File: config.mk
export PLATFORM = sky130hd
export DESIGN_NAME = qpc_counter
export DESIGN_NICKNAME = d
export VERILOG_FILES = /design/src/core/qpc_pkg.sv /design/src/core/qpc_counter.sv
export SDC_FILE = /design/constraint.sdc
export NUM_CORES = 1
export LEC_CHECK = 0
export BUFFER_PORTS_ARGS = -buffer_cell sky130_fd_sc_hd__buf_2
export CORE_AREA = 2 2 149 224
export DETAILED_ROUTE_END_ITERATION = 10
export DIE_AREA = 0 0 151 226
export PLACE_DENSITY_LB_ADDON = 0.2
export REMOVE_ABC_BUFFERS = 1
export SYNTH_ARGS = -nofsm -noshare
export SYNTH_HDL_FRONTEND = slang
export SYNTH_SLANG_ARGS = --single-unit
File: constraint.sdc
create_clock -name i_clk -period 7.5 [get_ports i_clk]
set_input_delay 1.5 -clock i_clk [delete_from_list [all_inputs] [get_ports i_clk]]
set_output_delay 1.5 -clock i_clk [all_outputs]
set_load 0.02 [all_outputs]
File: src/core/qpc_pkg.sv
// Notes on behaviour
// - output window: on-threshold nearer lower limit gives inside window, else outside window
// - counting switches the output one count past a threshold, by direction
// - a preload re-evaluates the output exactly at the threshold value
// - output enable set on an enabled channel: counter owns the output, user writes ignored
// - channel disabled: no counting, output goes to the user value
// - preload selection: active edge loads preload value and sets a readable flag
// - stop-to-run transition loads the preload value (default zero) into the accumulator
// - strobe selection: active edge copies accumulator to strobe register, accumulator untouched
// - two-phase mode counts every edge of either phase, four per cycle
// - phase a leading phase b counts up, lagging counts down
// - counter always wraps: one past upper goes to lower and vice versa
// - single-shot mode, count edge and count direction settings are ignored
// - preload/strobe input edge is selectable, rising by default
// - interval 10..65535 ms, default 1000; net counts stored at each interval end
// - rate register is signed 16-bit and wraps two's-complement on overflow
// - rate is net position change; opposite counts cancel
// - new upper limit must be >= all values; new lower limit <= all values
// - incompatible limits are rejected, old ones kept, limit error code returned
// - limits, thresholds, preload are signed 16-bit; upper strictly above lower
// - direction change takes effect at once, no wait for the interval end
// - phase transitions up to 5 kHz are counted without loss
// - enable, output enable, preload/strobe selection and edge are static-only
// - stopped: counting goes on; output normal, forced off or held per failure setting
package qpc_pkg;
  localparam int unsigned QPC_DW = 16;
  localparam int unsigned QPC_AW = 6;
  localparam logic [5:0] QPC_ADDR_CFG = 6'h00;
  localparam logic [5:0] QPC_ADDR_UPPER = 6'h04;
  localparam logic [5:0] QPC_ADDR_LOWER = 6'h08;
  localparam logic [5:0] QPC_ADDR_ON = 6'h0c;
  localparam logic [5:0] QPC_ADDR_OFF = 6'h10;
  localparam logic [5:0] QPC_ADDR_PRELOAD = 6'h14;
  localparam logic [5:0] QPC_ADDR_TIMEBASE = 6'h18;
  localparam logic [5:0] QPC_ADDR_USER = 6'h1c;
  localparam logic [5:0] QPC_ADDR_ACC = 6'h20;
  localparam logic [5:0] QPC_ADDR_STROBE = 6'h24;
  localparam logic [5:0] QPC_ADDR_RATE = 6'h28;
  localparam logic [5:0] QPC_ADDR_STATUS = 6'h2c;
  localparam logic [5:0] QPC_ADDR_RUN = 6'h30;
  localparam int unsigned QPC_CFG_EN = 0;
  localparam int unsigned QPC_CFG_OUT_EN = 1;
  localparam int unsigned QPC_CFG_SEL_STROBE = 2;
  localparam int unsigned QPC_CFG_EDGE_NEG = 3;
  localparam int unsigned QPC_CFG_FAIL_LSB = 4;
  localparam int unsigned QPC_CFG_W = 9;
  localparam logic [8:0] QPC_CFG_RST = 9'h000;
  localparam logic signed [15:0] QPC_UPPER_RST = 16'sh7fff;
  localparam logic signed [15:0] QPC_LOWER_RST = 16'sh0000;
  localparam logic signed [15:0] QPC_ON_RST = 16'sh7fff;
  localparam logic signed [15:0] QPC_OFF_RST = 16'sh0000;
  localparam logic signed [15:0] QPC_PRELOAD_RST = 16'sh0000;
  localparam logic [15:0] QPC_TB_RST = 16'h03e8;
  localparam logic [15:0] QPC_TB_MIN = 16'h000a;
  localparam logic [1:0] QPC_ERR_NONE = 2'h0;
  localparam logic [1:0] QPC_ERR_LIMIT = 2'h1;
  localparam logic [1:0] QPC_ERR_STATIC = 2'h2;
  localparam logic [1:0] QPC_ERR_RANGE = 2'h3;
  localparam int unsigned QPC_CLK_PERIOD_PS = 4000;
  localparam int unsigned QPC_MS_PS = 1000000000;
  localparam int unsigned QPC_MS_CYCLES = QPC_MS_PS / QPC_CLK_PERIOD_PS;
  localparam int unsigned QPC_MAX_RATE_HZ = 5000;
  typedef enum logic [1:0] {
    qpc_fail_normal,
    qpc_fail_forced_off,
    qpc_fail_hold
  } qpc_fail_e;
endpackage

File: src/core/qpc_counter.sv
// The strobed register port and the register offsets were decided locally.
`timescale 1ns/1ps
`default_nettype none
module qpc_counter #(
  parameter int unsigned MS_CYCLES = qpc_pkg::QPC_MS_CYCLES
) (
  input wire logic i_clk, // module clock
  input wire logic i_rst, // async reset, active high
  input wire logic i_phase_a, // phase a pin
  input wire logic i_phase_b, // phase b pin
  input wire logic i_preload_strobe_input, // preload/strobe pin
  input wire logic [qpc_pkg::QPC_AW-1:0] i_addr, // register address
  input wire logic [qpc_pkg::QPC_DW-1:0] i_wdata, // write data
  input wire logic i_wr, // write strobe
  input wire logic i_rd, // read strobe
  output logic [qpc_pkg::QPC_DW-1:0] o_rdata, // read data, cycle after i_rd
  output logic o_counter_output // discrete output pin
);
  import qpc_pkg::*;

  // synchronisers and previous synchronised values
  logic [1:0] a_s;
  logic [1:0] b_s;
  logic [1:0] p_s;
  logic a_q;
  logic b_q;
  logic p_q;
  // configuration
  logic [QPC_CFG_W-1:0] cfg;
  logic signed [15:0] upper;
  logic signed [15:0] lower;
  logic signed [15:0] on_th;
  logic signed [15:0] off_th;
  logic signed [15:0] preload;
  logic [15:0] timebase;
  logic user_out;
  logic run;
  logic run_q;
  // state
  logic signed [15:0] acc;
  logic signed [15:0] strobe_val;
  logic signed [15:0] rate;
  logic signed [15:0] delta;
  logic ctr_state;
  logic pl_flag;
  logic [1:0] err;
  logic [17:0] ms_cnt;
  logic [15:0] tb_cnt;

  logic chan_en;
  logic out_en;
  logic sel_strobe;
  logic edge_neg;
  qpc_fail_e fail_mode;
  logic ps_evt;
  logic pl_evt;
  logic st_evt;
  logic step;
  logic up;
  logic run_rise;
  logic ms_tick;
  logic tb_end;
  logic rate_clr;
  logic signed [15:0] next_acc;
  logic next_state;
  logic signed [15:0] next_delta;
  logic next_out;
  logic upper_ok;
  logic lower_ok;
  logic wd_in_range;
  logic signed [15:0] wd;

  assign chan_en = cfg[QPC_CFG_EN];
  assign out_en = cfg[QPC_CFG_OUT_EN];
  assign sel_strobe = cfg[QPC_CFG_SEL_STROBE];
  assign edge_neg = cfg[QPC_CFG_EDGE_NEG];
  assign fail_mode = qpc_fail_e'(cfg[QPC_CFG_FAIL_LSB+1:QPC_CFG_FAIL_LSB]);
  assign wd = $signed(i_wdata);

  // first stage is read only by the second stage
  always_ff @(posedge i_clk or posedge i_rst) begin
    if (i_rst) begin
      a_s <= 2'h0;
      b_s <= 2'h0;
      p_s <= 2'h0;
      a_q <= 1'b0;
      b_q <= 1'b0;
      p_q <= 1'b0;
    end else begin
      a_s <= {a_s[0], i_phase_a};
      b_s <= {b_s[0], i_phase_b};
      p_s <= {p_s[0], i_preload_strobe_input};
      a_q <= a_s[1];
      b_q <= b_s[1];
      p_q <= p_s[1];
    end
  end

  // edge select; rising is the reset default
  assign ps_evt = chan_en && (edge_neg ? (p_q & ~p_s[1]) : (~p_q & p_s[1]));
  assign pl_evt = ps_evt && !sel_strobe;
  assign st_evt = ps_evt && sel_strobe;

  // one count per edge of either phase; both at once is an illegal jump and is dropped.
  // the synchronised path samples every 4 ns, far above any 5 kHz encoder
  assign step = chan_en && ((a_s[1] ^ a_q) ^ (b_s[1] ^ b_q));
  // direction comes from phase order alone, so a reversal acts on the very next edge
  assign up = a_s[1] ^ b_q;

  assign run_rise = run && !run_q;

  function automatic logic in_window(input logic signed [16:0] v,
                                     input logic signed [15:0] on_v,
                                     input logic signed [15:0] off_v);
    logic signed [16:0] on_x;
    logic signed [16:0] off_x;
    on_x = {on_v[15], on_v};
    off_x = {off_v[15], off_v};
    if (on_v <= off_v) begin
      in_window = (v > on_x) && (v <= off_x);
    end else begin
      in_window = (v <= off_x) || (v > on_x);
    end
  endfunction

  always_comb begin
    next_acc = acc;
    next_state = ctr_state;
    if (run_rise) begin
      next_acc = preload;
      next_state = in_window({preload[15], preload}, on_th, off_th);
    end else if (pl_evt) begin
      next_acc = preload;
      // a jump lands exactly on the threshold, no one-past offset
      next_state = in_window({preload[15], preload}, on_th, off_th);
    end else if (step) begin
      if (up) begin
        next_acc = (acc == upper) ? lower : acc + 16'sh0001;
        next_state = in_window({next_acc[15], next_acc}, on_th, off_th);
      end else begin
        next_acc = (acc == lower) ? upper : acc - 16'sh0001;
        // judge one count higher so falling edges switch at n-1
        next_state = in_window({next_acc[15], next_acc} + 17'sh00001, on_th, off_th);
      end
    end
  end

  always_ff @(posedge i_clk or posedge i_rst) begin
    if (i_rst) begin
      acc <= QPC_PRELOAD_RST;
      ctr_state <= 1'b0;
      run_q <= 1'b0;
    end else begin
      acc <= next_acc;
      ctr_state <= next_state;
      run_q <= run;
    end
  end

  always_ff @(posedge i_clk or posedge i_rst) begin
    if (i_rst) begin
      strobe_val <= 16'sh0000;
    end else if (st_evt) begin
      strobe_val <= acc;
    end
  end

  // rate measurement: millisecond prescaler, then the interval in ms
  assign ms_tick = (ms_cnt == 18'(MS_CYCLES - 1));
  assign tb_end = ms_tick && (tb_cnt == timebase - 16'h0001);
  assign next_delta = step ? (up ? delta + 16'sh0001 : delta - 16'sh0001) : delta;

  always_ff @(posedge i_clk or posedge i_rst) begin
    if (i_rst) begin
      ms_cnt <= 18'h0;
      tb_cnt <= 16'h0;
      delta <= 16'sh0000;
      rate <= 16'sh0000;
    end else if (rate_clr || run_rise) begin
      ms_cnt <= 18'h0;
      tb_cnt <= 16'h0;
      delta <= 16'sh0000;
      rate <= 16'sh0000;
    end else begin
      ms_cnt <= ms_tick ? 18'h0 : ms_cnt + 18'h1;
      if (tb_end) begin
        tb_cnt <= 16'h0;
        rate <= next_delta;
        delta <= 16'sh0000;
      end else begin
        tb_cnt <= ms_tick ? tb_cnt + 16'h0001 : tb_cnt;
        delta <= next_delta;
      end
    end
  end

  // limit checks against every dependent value
  assign upper_ok = (wd > lower) && (wd >= on_th) && (wd >= off_th) &&
                    (wd >= preload) && (wd >= acc);
  assign lower_ok = (wd < upper) && (wd <= on_th) && (wd <= off_th) &&
                    (wd <= preload) && (wd <= acc);
  assign wd_in_range = (wd >= lower) && (wd <= upper);
  // a limit or interval change restarts the rate measurement; thresholds and preload do not
  assign rate_clr = i_wr && ((i_addr == QPC_ADDR_UPPER && upper_ok) ||
                    (i_addr == QPC_ADDR_LOWER && lower_ok) ||
                    (i_addr == QPC_ADDR_TIMEBASE && i_wdata >= QPC_TB_MIN));

  always_ff @(posedge i_clk or posedge i_rst) begin
    if (i_rst) begin
      cfg <= QPC_CFG_RST;
      upper <= QPC_UPPER_RST;
      lower <= QPC_LOWER_RST;
      on_th <= QPC_ON_RST;
      off_th <= QPC_OFF_RST;
      preload <= QPC_PRELOAD_RST;
      timebase <= QPC_TB_RST;
      user_out <= 1'b0;
      run <= 1'b0;
      err <= QPC_ERR_NONE;
    end else if (i_wr) begin
      if (i_addr == QPC_ADDR_CFG) begin
        // static settings only change while stopped; a running request is refused
        if (run) begin
          err <= QPC_ERR_STATIC;
        end else begin
          cfg <= i_wdata[QPC_CFG_W-1:0];
          err <= QPC_ERR_NONE;
        end
      end else if (i_addr == QPC_ADDR_UPPER) begin
        if (upper_ok) begin
          upper <= wd;
          err <= QPC_ERR_NONE;
        end else begin
          err <= QPC_ERR_LIMIT;
        end
      end else if (i_addr == QPC_ADDR_LOWER) begin
        if (lower_ok) begin
          lower <= wd;
          err <= QPC_ERR_NONE;
        end else begin
          err <= QPC_ERR_LIMIT;
        end
      end else if (i_addr == QPC_ADDR_ON || i_addr == QPC_ADDR_OFF ||
                   i_addr == QPC_ADDR_PRELOAD) begin
        if (wd_in_range) begin
          on_th <= (i_addr == QPC_ADDR_ON) ? wd : on_th;
          off_th <= (i_addr == QPC_ADDR_OFF) ? wd : off_th;
          preload <= (i_addr == QPC_ADDR_PRELOAD) ? wd : preload;
          err <= QPC_ERR_NONE;
        end else begin
          err <= QPC_ERR_RANGE;
        end
      end else if (i_addr == QPC_ADDR_TIMEBASE) begin
        if (i_wdata >= QPC_TB_MIN) begin
          timebase <= i_wdata;
          err <= QPC_ERR_NONE;
        end else begin
          err <= QPC_ERR_RANGE;
        end
      end else if (i_addr == QPC_ADDR_USER) begin
        user_out <= i_wdata[0];
      end else if (i_addr == QPC_ADDR_RUN) begin
        run <= i_wdata[0];
      end
    end
  end

  // preload flag: a new event in the clearing cycle wins
  always_ff @(posedge i_clk or posedge i_rst) begin
    if (i_rst) begin
      pl_flag <= 1'b0;
    end else begin
      pl_flag <= pl_evt || (pl_flag &&
                 !(i_wr && i_addr == QPC_ADDR_STATUS && i_wdata[0]));
    end
  end

  always_comb begin
    if (!chan_en || !out_en) begin
      next_out = user_out;
    end else if (run) begin
      next_out = ctr_state;
    end else begin
      case (fail_mode)
        qpc_fail_forced_off: next_out = 1'b0;
        qpc_fail_hold: next_out = o_counter_output;
        default: next_out = ctr_state;
      endcase
    end
  end

  always_ff @(posedge i_clk or posedge i_rst) begin
    if (i_rst) begin
      o_counter_output <= 1'b0;
    end else begin
      o_counter_output <= next_out;
    end
  end

  always_ff @(posedge i_clk or posedge i_rst) begin
    if (i_rst) begin
      o_rdata <= 16'h0000;
    end else if (!i_rd) begin
      o_rdata <= 16'h0000;
    end else if (i_addr == QPC_ADDR_CFG) begin
      o_rdata <= 16'(cfg);
    end else if (i_addr == QPC_ADDR_UPPER) begin
      o_rdata <= upper;
    end else if (i_addr == QPC_ADDR_LOWER) begin
      o_rdata <= lower;
    end else if (i_addr == QPC_ADDR_ON) begin
      o_rdata <= on_th;
    end else if (i_addr == QPC_ADDR_OFF) begin
      o_rdata <= off_th;
    end else if (i_addr == QPC_ADDR_PRELOAD) begin
      o_rdata <= preload;
    end else if (i_addr == QPC_ADDR_TIMEBASE) begin
      o_rdata <= timebase;
    end else if (i_addr == QPC_ADDR_USER) begin
      o_rdata <= {15'h0000, user_out};
    end else if (i_addr == QPC_ADDR_ACC) begin
      o_rdata <= acc;
    end else if (i_addr == QPC_ADDR_STROBE) begin
      o_rdata <= strobe_val;
    end else if (i_addr == QPC_ADDR_RATE) begin
      o_rdata <= rate;
    end else if (i_addr == QPC_ADDR_STATUS) begin
      o_rdata <= {13'h0000, err, pl_flag};
    end else if (i_addr == QPC_ADDR_RUN) begin
      o_rdata <= {15'h0000, run};
    end else begin
      o_rdata <= 16'h0000;
    end
  end

  a_user_owns_out: assert property (@(posedge i_clk) disable iff (i_rst)
    !(chan_en && out_en) |=> o_counter_output == $past(user_out))
    else $error("output not under user control");

  a_preload_load: assert property (@(posedge i_clk) disable iff (i_rst)
    pl_evt && !run_rise |=> acc == $past(preload) && pl_flag)
    else $error("preload event missed");

  a_run_init: assert property (@(posedge i_clk) disable iff (i_rst)
    run && !run_q |=> acc == $past(preload))
    else $error("accumulator not initialised on run");

  a_strobe_capture: assert property (@(posedge i_clk) disable iff (i_rst)
    st_evt |=> strobe_val == $past(acc))
    else $error("strobe did not capture accumulator");

  a_count_up_step: assert property (@(posedge i_clk) disable iff (i_rst)
    step && up && !pl_evt && !run_rise && acc != upper |=> acc == $past(acc) + 16'sh0001)
    else $error("up count wrong");

  a_wrap_top: assert property (@(posedge i_clk) disable iff (i_rst)
    step && up && !pl_evt && !run_rise && acc == upper |=> acc == $past(lower))
    else $error("no wrap at upper limit");

  a_limit_reject: assert property (@(posedge i_clk) disable iff (i_rst)
    i_wr && i_addr == QPC_ADDR_UPPER && !upper_ok |=>
      upper == $past(upper) && err == QPC_ERR_LIMIT)
    else $error("bad upper limit accepted");

  a_limit_order: assert property (@(posedge i_clk) disable iff (i_rst)
    upper > lower)
    else $error("upper limit not above lower");

  a_rate_store: assert property (@(posedge i_clk) disable iff (i_rst)
    tb_end && !rate_clr && !run_rise |=> rate == $past(next_delta) && delta == 16'sh0000)
    else $error("rate not stored at interval end");

  a_static_reject: assert property (@(posedge i_clk) disable iff (i_rst)
    i_wr && i_addr == QPC_ADDR_CFG && run |=> cfg == $past(cfg) && err == QPC_ERR_STATIC)
    else $error("static setting changed while running");

  a_forced_off: assert property (@(posedge i_clk) disable iff (i_rst)
    chan_en && out_en && !run && fail_mode == qpc_fail_forced_off |=> !o_counter_output)
    else $error("output not forced off while stopped");
endmodule
`default_nettype wire

==> summary.md <==
| Metric | Value |
|---|---|
| Status | completed |
| Full die area | 0.0341 sq mm |
| Netlist Area Pre-Place | 0.0185 sq mm |
| Critical Path End Type | register |
| CTS Root Cell | clkbuf_16 |
| Row count | 81 |
| Nets@finish | 2347 |
| Critical path required time | 7.93 ns |
| Vias | 16900 |
| Crit Path Category | register to register |
| Die X | 151 um |
| Slew @ Worst Pin | 1.45 ns |
| Post-DRT Antenna Nets | 0 |
| Rel. slew slack | 0.0263 |
| LEAKAGE | 9.34 nW |
| PD cells | 286 mW/mm^2 |
| VDD IR max | 0.260 mV |
| Post_cts resized | 0 |
| Post-Route Utilization | 0.621 |
| Initial antenna violation count | 4 |
| DRC viols | 0 |
| Number of global-route vias before repair | 17100 |
| Setup bufs post-CTS | 0 |
| Die Y | 226 um |
| CTS clk-pin slew, worst paths | 0.07 ns |
| Design Area, Final | 0.0200 sq mm |
| Port bufs | 45 |
| Reg with most FFs | ms_cnt |
| Final Non-Filler Cells | 2525 |
| Hold-fix buffers at CTS | 0 |
| Tot GR Track Use | 0.420 |
| H-tree levels | 1 |
| Via density | 6.70 |
| Post-Place Cells | 2474 |
| TritonCTS clock tree | built |
| Commonest non-fill, non-tap cell in the layout | ha_1 |
| CTS max path bufs | 3 |
| Final setup vio count | 0 |
| Clock latency at the later pin of the worst-skew pair | 0.57 ns |
| CP startpoint kind | register |
| Minimum hold slack | 0.347 ns |
| Synth cell types | 87 |
| RSZ-0062 raised after global routing | no |
| Final Wtd Congestion | 1.00 |
| Cts bufs inserted | 26 |
| Total gr overflow | 0 |
| Crit-path max FO | 39 |
| Placed cell area | 0.0191 sq mm |
| Core area | 0.0322 sq mm |
| Max reg flops | 18 |
| Top_reg_cell synth | dfrtp_1 |
| Sequential cell area fraction in the yosys report | 0.322 |
| Worst Skew | 0.0204 ns |
| Largest net degree at the start of global routing | 100 |
| Most frequent cells in the layout | ha_1 (230), dfrtp_1 (200), nand2_1 (179), nor2_1 (164), o21ai_0 (152) |
| Tcrit/Tclk final | 0.823 |
| First-pass GRT wire length | 104 mm |
| TritonRoute pass-1 iters | 6 |
| Sink Count | 236 |
| Routed WL per cell | 27.8 um |
| Starting density of the core | 0.574 |
| Syn_area_per_cell | 8.92 sq um |
| I/O pin count | 46 |
| Number of synthesized flops with an enable pin | 0 |
| WL final | 70.1 mm |
| HP Class | register to register |
| Worst Path Arrival | 6.60 ns |
| Max-cap check violation count | 0 |
| Share of flip-flops with an asynchronous set or reset | 1.00 |
| Syn Inst Count | 2072 |
| Fmax achieved | 162 MHz |
| Proportion of layout cells with a drive suffix above 1 | 0.121 |
| Syn. warnings | 0 |
| DPL Wire Length | 53.1 mm |
| Tot Pwr | 5.73 mW |
| Area Growth Syn to Fin | 8.33% |
| Post-route minimum period | 6.17 ns |
| Final Hold Viols | 0 |
| Slew Limit Fails | 0 |
| FF+latch count, synth | 236 |
| Initial DRC count | 1349 |
==> per-layer routing <==
| layer | GRT usage | wire (um) | vias up |
|---|---|---|---|
| li1 | - | - | 7576 |
| met1 | 0.463 | 24100 | 8122 |
| met2 | 0.671 | 32700 | 863 |
| met3 | 0.109 | 6200 | 353 |
| met4 | 0.355 | 7140 | 2 |
| met5 | 0 | 11 | - |
==> worst max-delay path, cell delays in order, from the launching register on <==
cell	delay (ns)
dfrtp_1	0.63
xor2_1	0.44
nor4_1	0.11
nand4_1	0.12
buf_4	0.37
nor2_1	0.08
a21oi_1	0.33
ha_1	0.27
nand2_1	0.10
nor2_1	0.21
o21ai_0	0.28
nor3_1	0.49
nand2_1	0.13
xor2_1	0.19
ha_1	0.34
nand4_1	0.21
or2_2	0.36
nor4_1	0.45
a21oi_1	0.08
nand2_1	0.08
o22ai_1	0.13
maj3_1	0.38
a2bb2oi_1	0.15
o31ai_1	0.08
==> cells by family after synthesis <==
family	share of synthesized area
AO/OA/AOI/OAI	0.185
XOR/XNOR	0.0640
adder cells (fa/ha/maj)	0.158
buffers and inverters	0.0443
flip-flops	0.322
multiplexers	0.0503
AND/OR/NAND/NOR	0.177
==> Yosys cell counts, types with 40 or more instances <==
cell      instances  share of area
a21o_1           42          0.017
a21oi_1         121          0.033
clkbuf_1         65          0.013
dfrtp_1         200           0.27
ha_1            230           0.16
inv_1           121          0.025
mux2_2           63          0.038
nand2_1         180          0.037
nand3_1          50          0.014
nand4_1          48          0.016
nor2_1          165          0.034
nor2b_1          40          0.014
o21ai_0         152          0.041
xnor2_1          83          0.039
xor2_1           52          0.025
==> where the power goes <==
part           internal (mW)  switching (mW)
clock network          0.825           0.577
logic                   1.05            1.60
registers               1.43           0.248
==> through the flow <==
step	worst slack, ns	TNS [ns]
finish	1.33	0
global route	0.687	0
CTS	1.41	0
detailed placement	1.40	0
global placement	1.48	0
floorplan	-0.415	-83.02
==> path summary, 6_finish.rpt <==
| kind | slack [ns] | start | end | cells after the start |
|---|---|---|---|---|
| worst max-delay path | 1.33 | acc[3] | ctr_state | 23 |
| worst min-delay path | 0.35 | b_s[0] | b_s[1] | 0 |
| worst max register to register | 1.33 | acc[3] | ctr_state | 23 |
| worst min register to register | 0.35 | b_s[0] | b_s[1] | 0 |
| max in group asynchronous | 4.99 | i_rst | o_rdata[1] | 3 |
| min in group asynchronous | 1.08 | i_rst | a_q | 2 |
==> cell type report <==
| class | instances | area [sq um] |
|---|---|---|
| clock inverter | 14 | 180 |
| antenna | 3 | 7.51 |
| multi-input combinational | 1631 | 11800 |
| sequential | 236 | 5950 |
| inverter | 123 | 469 |
| fill | 2871 | 12200 |
| clock buffer | 34 | 732 |
| timing repair buffer | 69 | 405 |
| tap | 415 | 519 |
No activity file was read; power rests on OpenSTA's default activity.
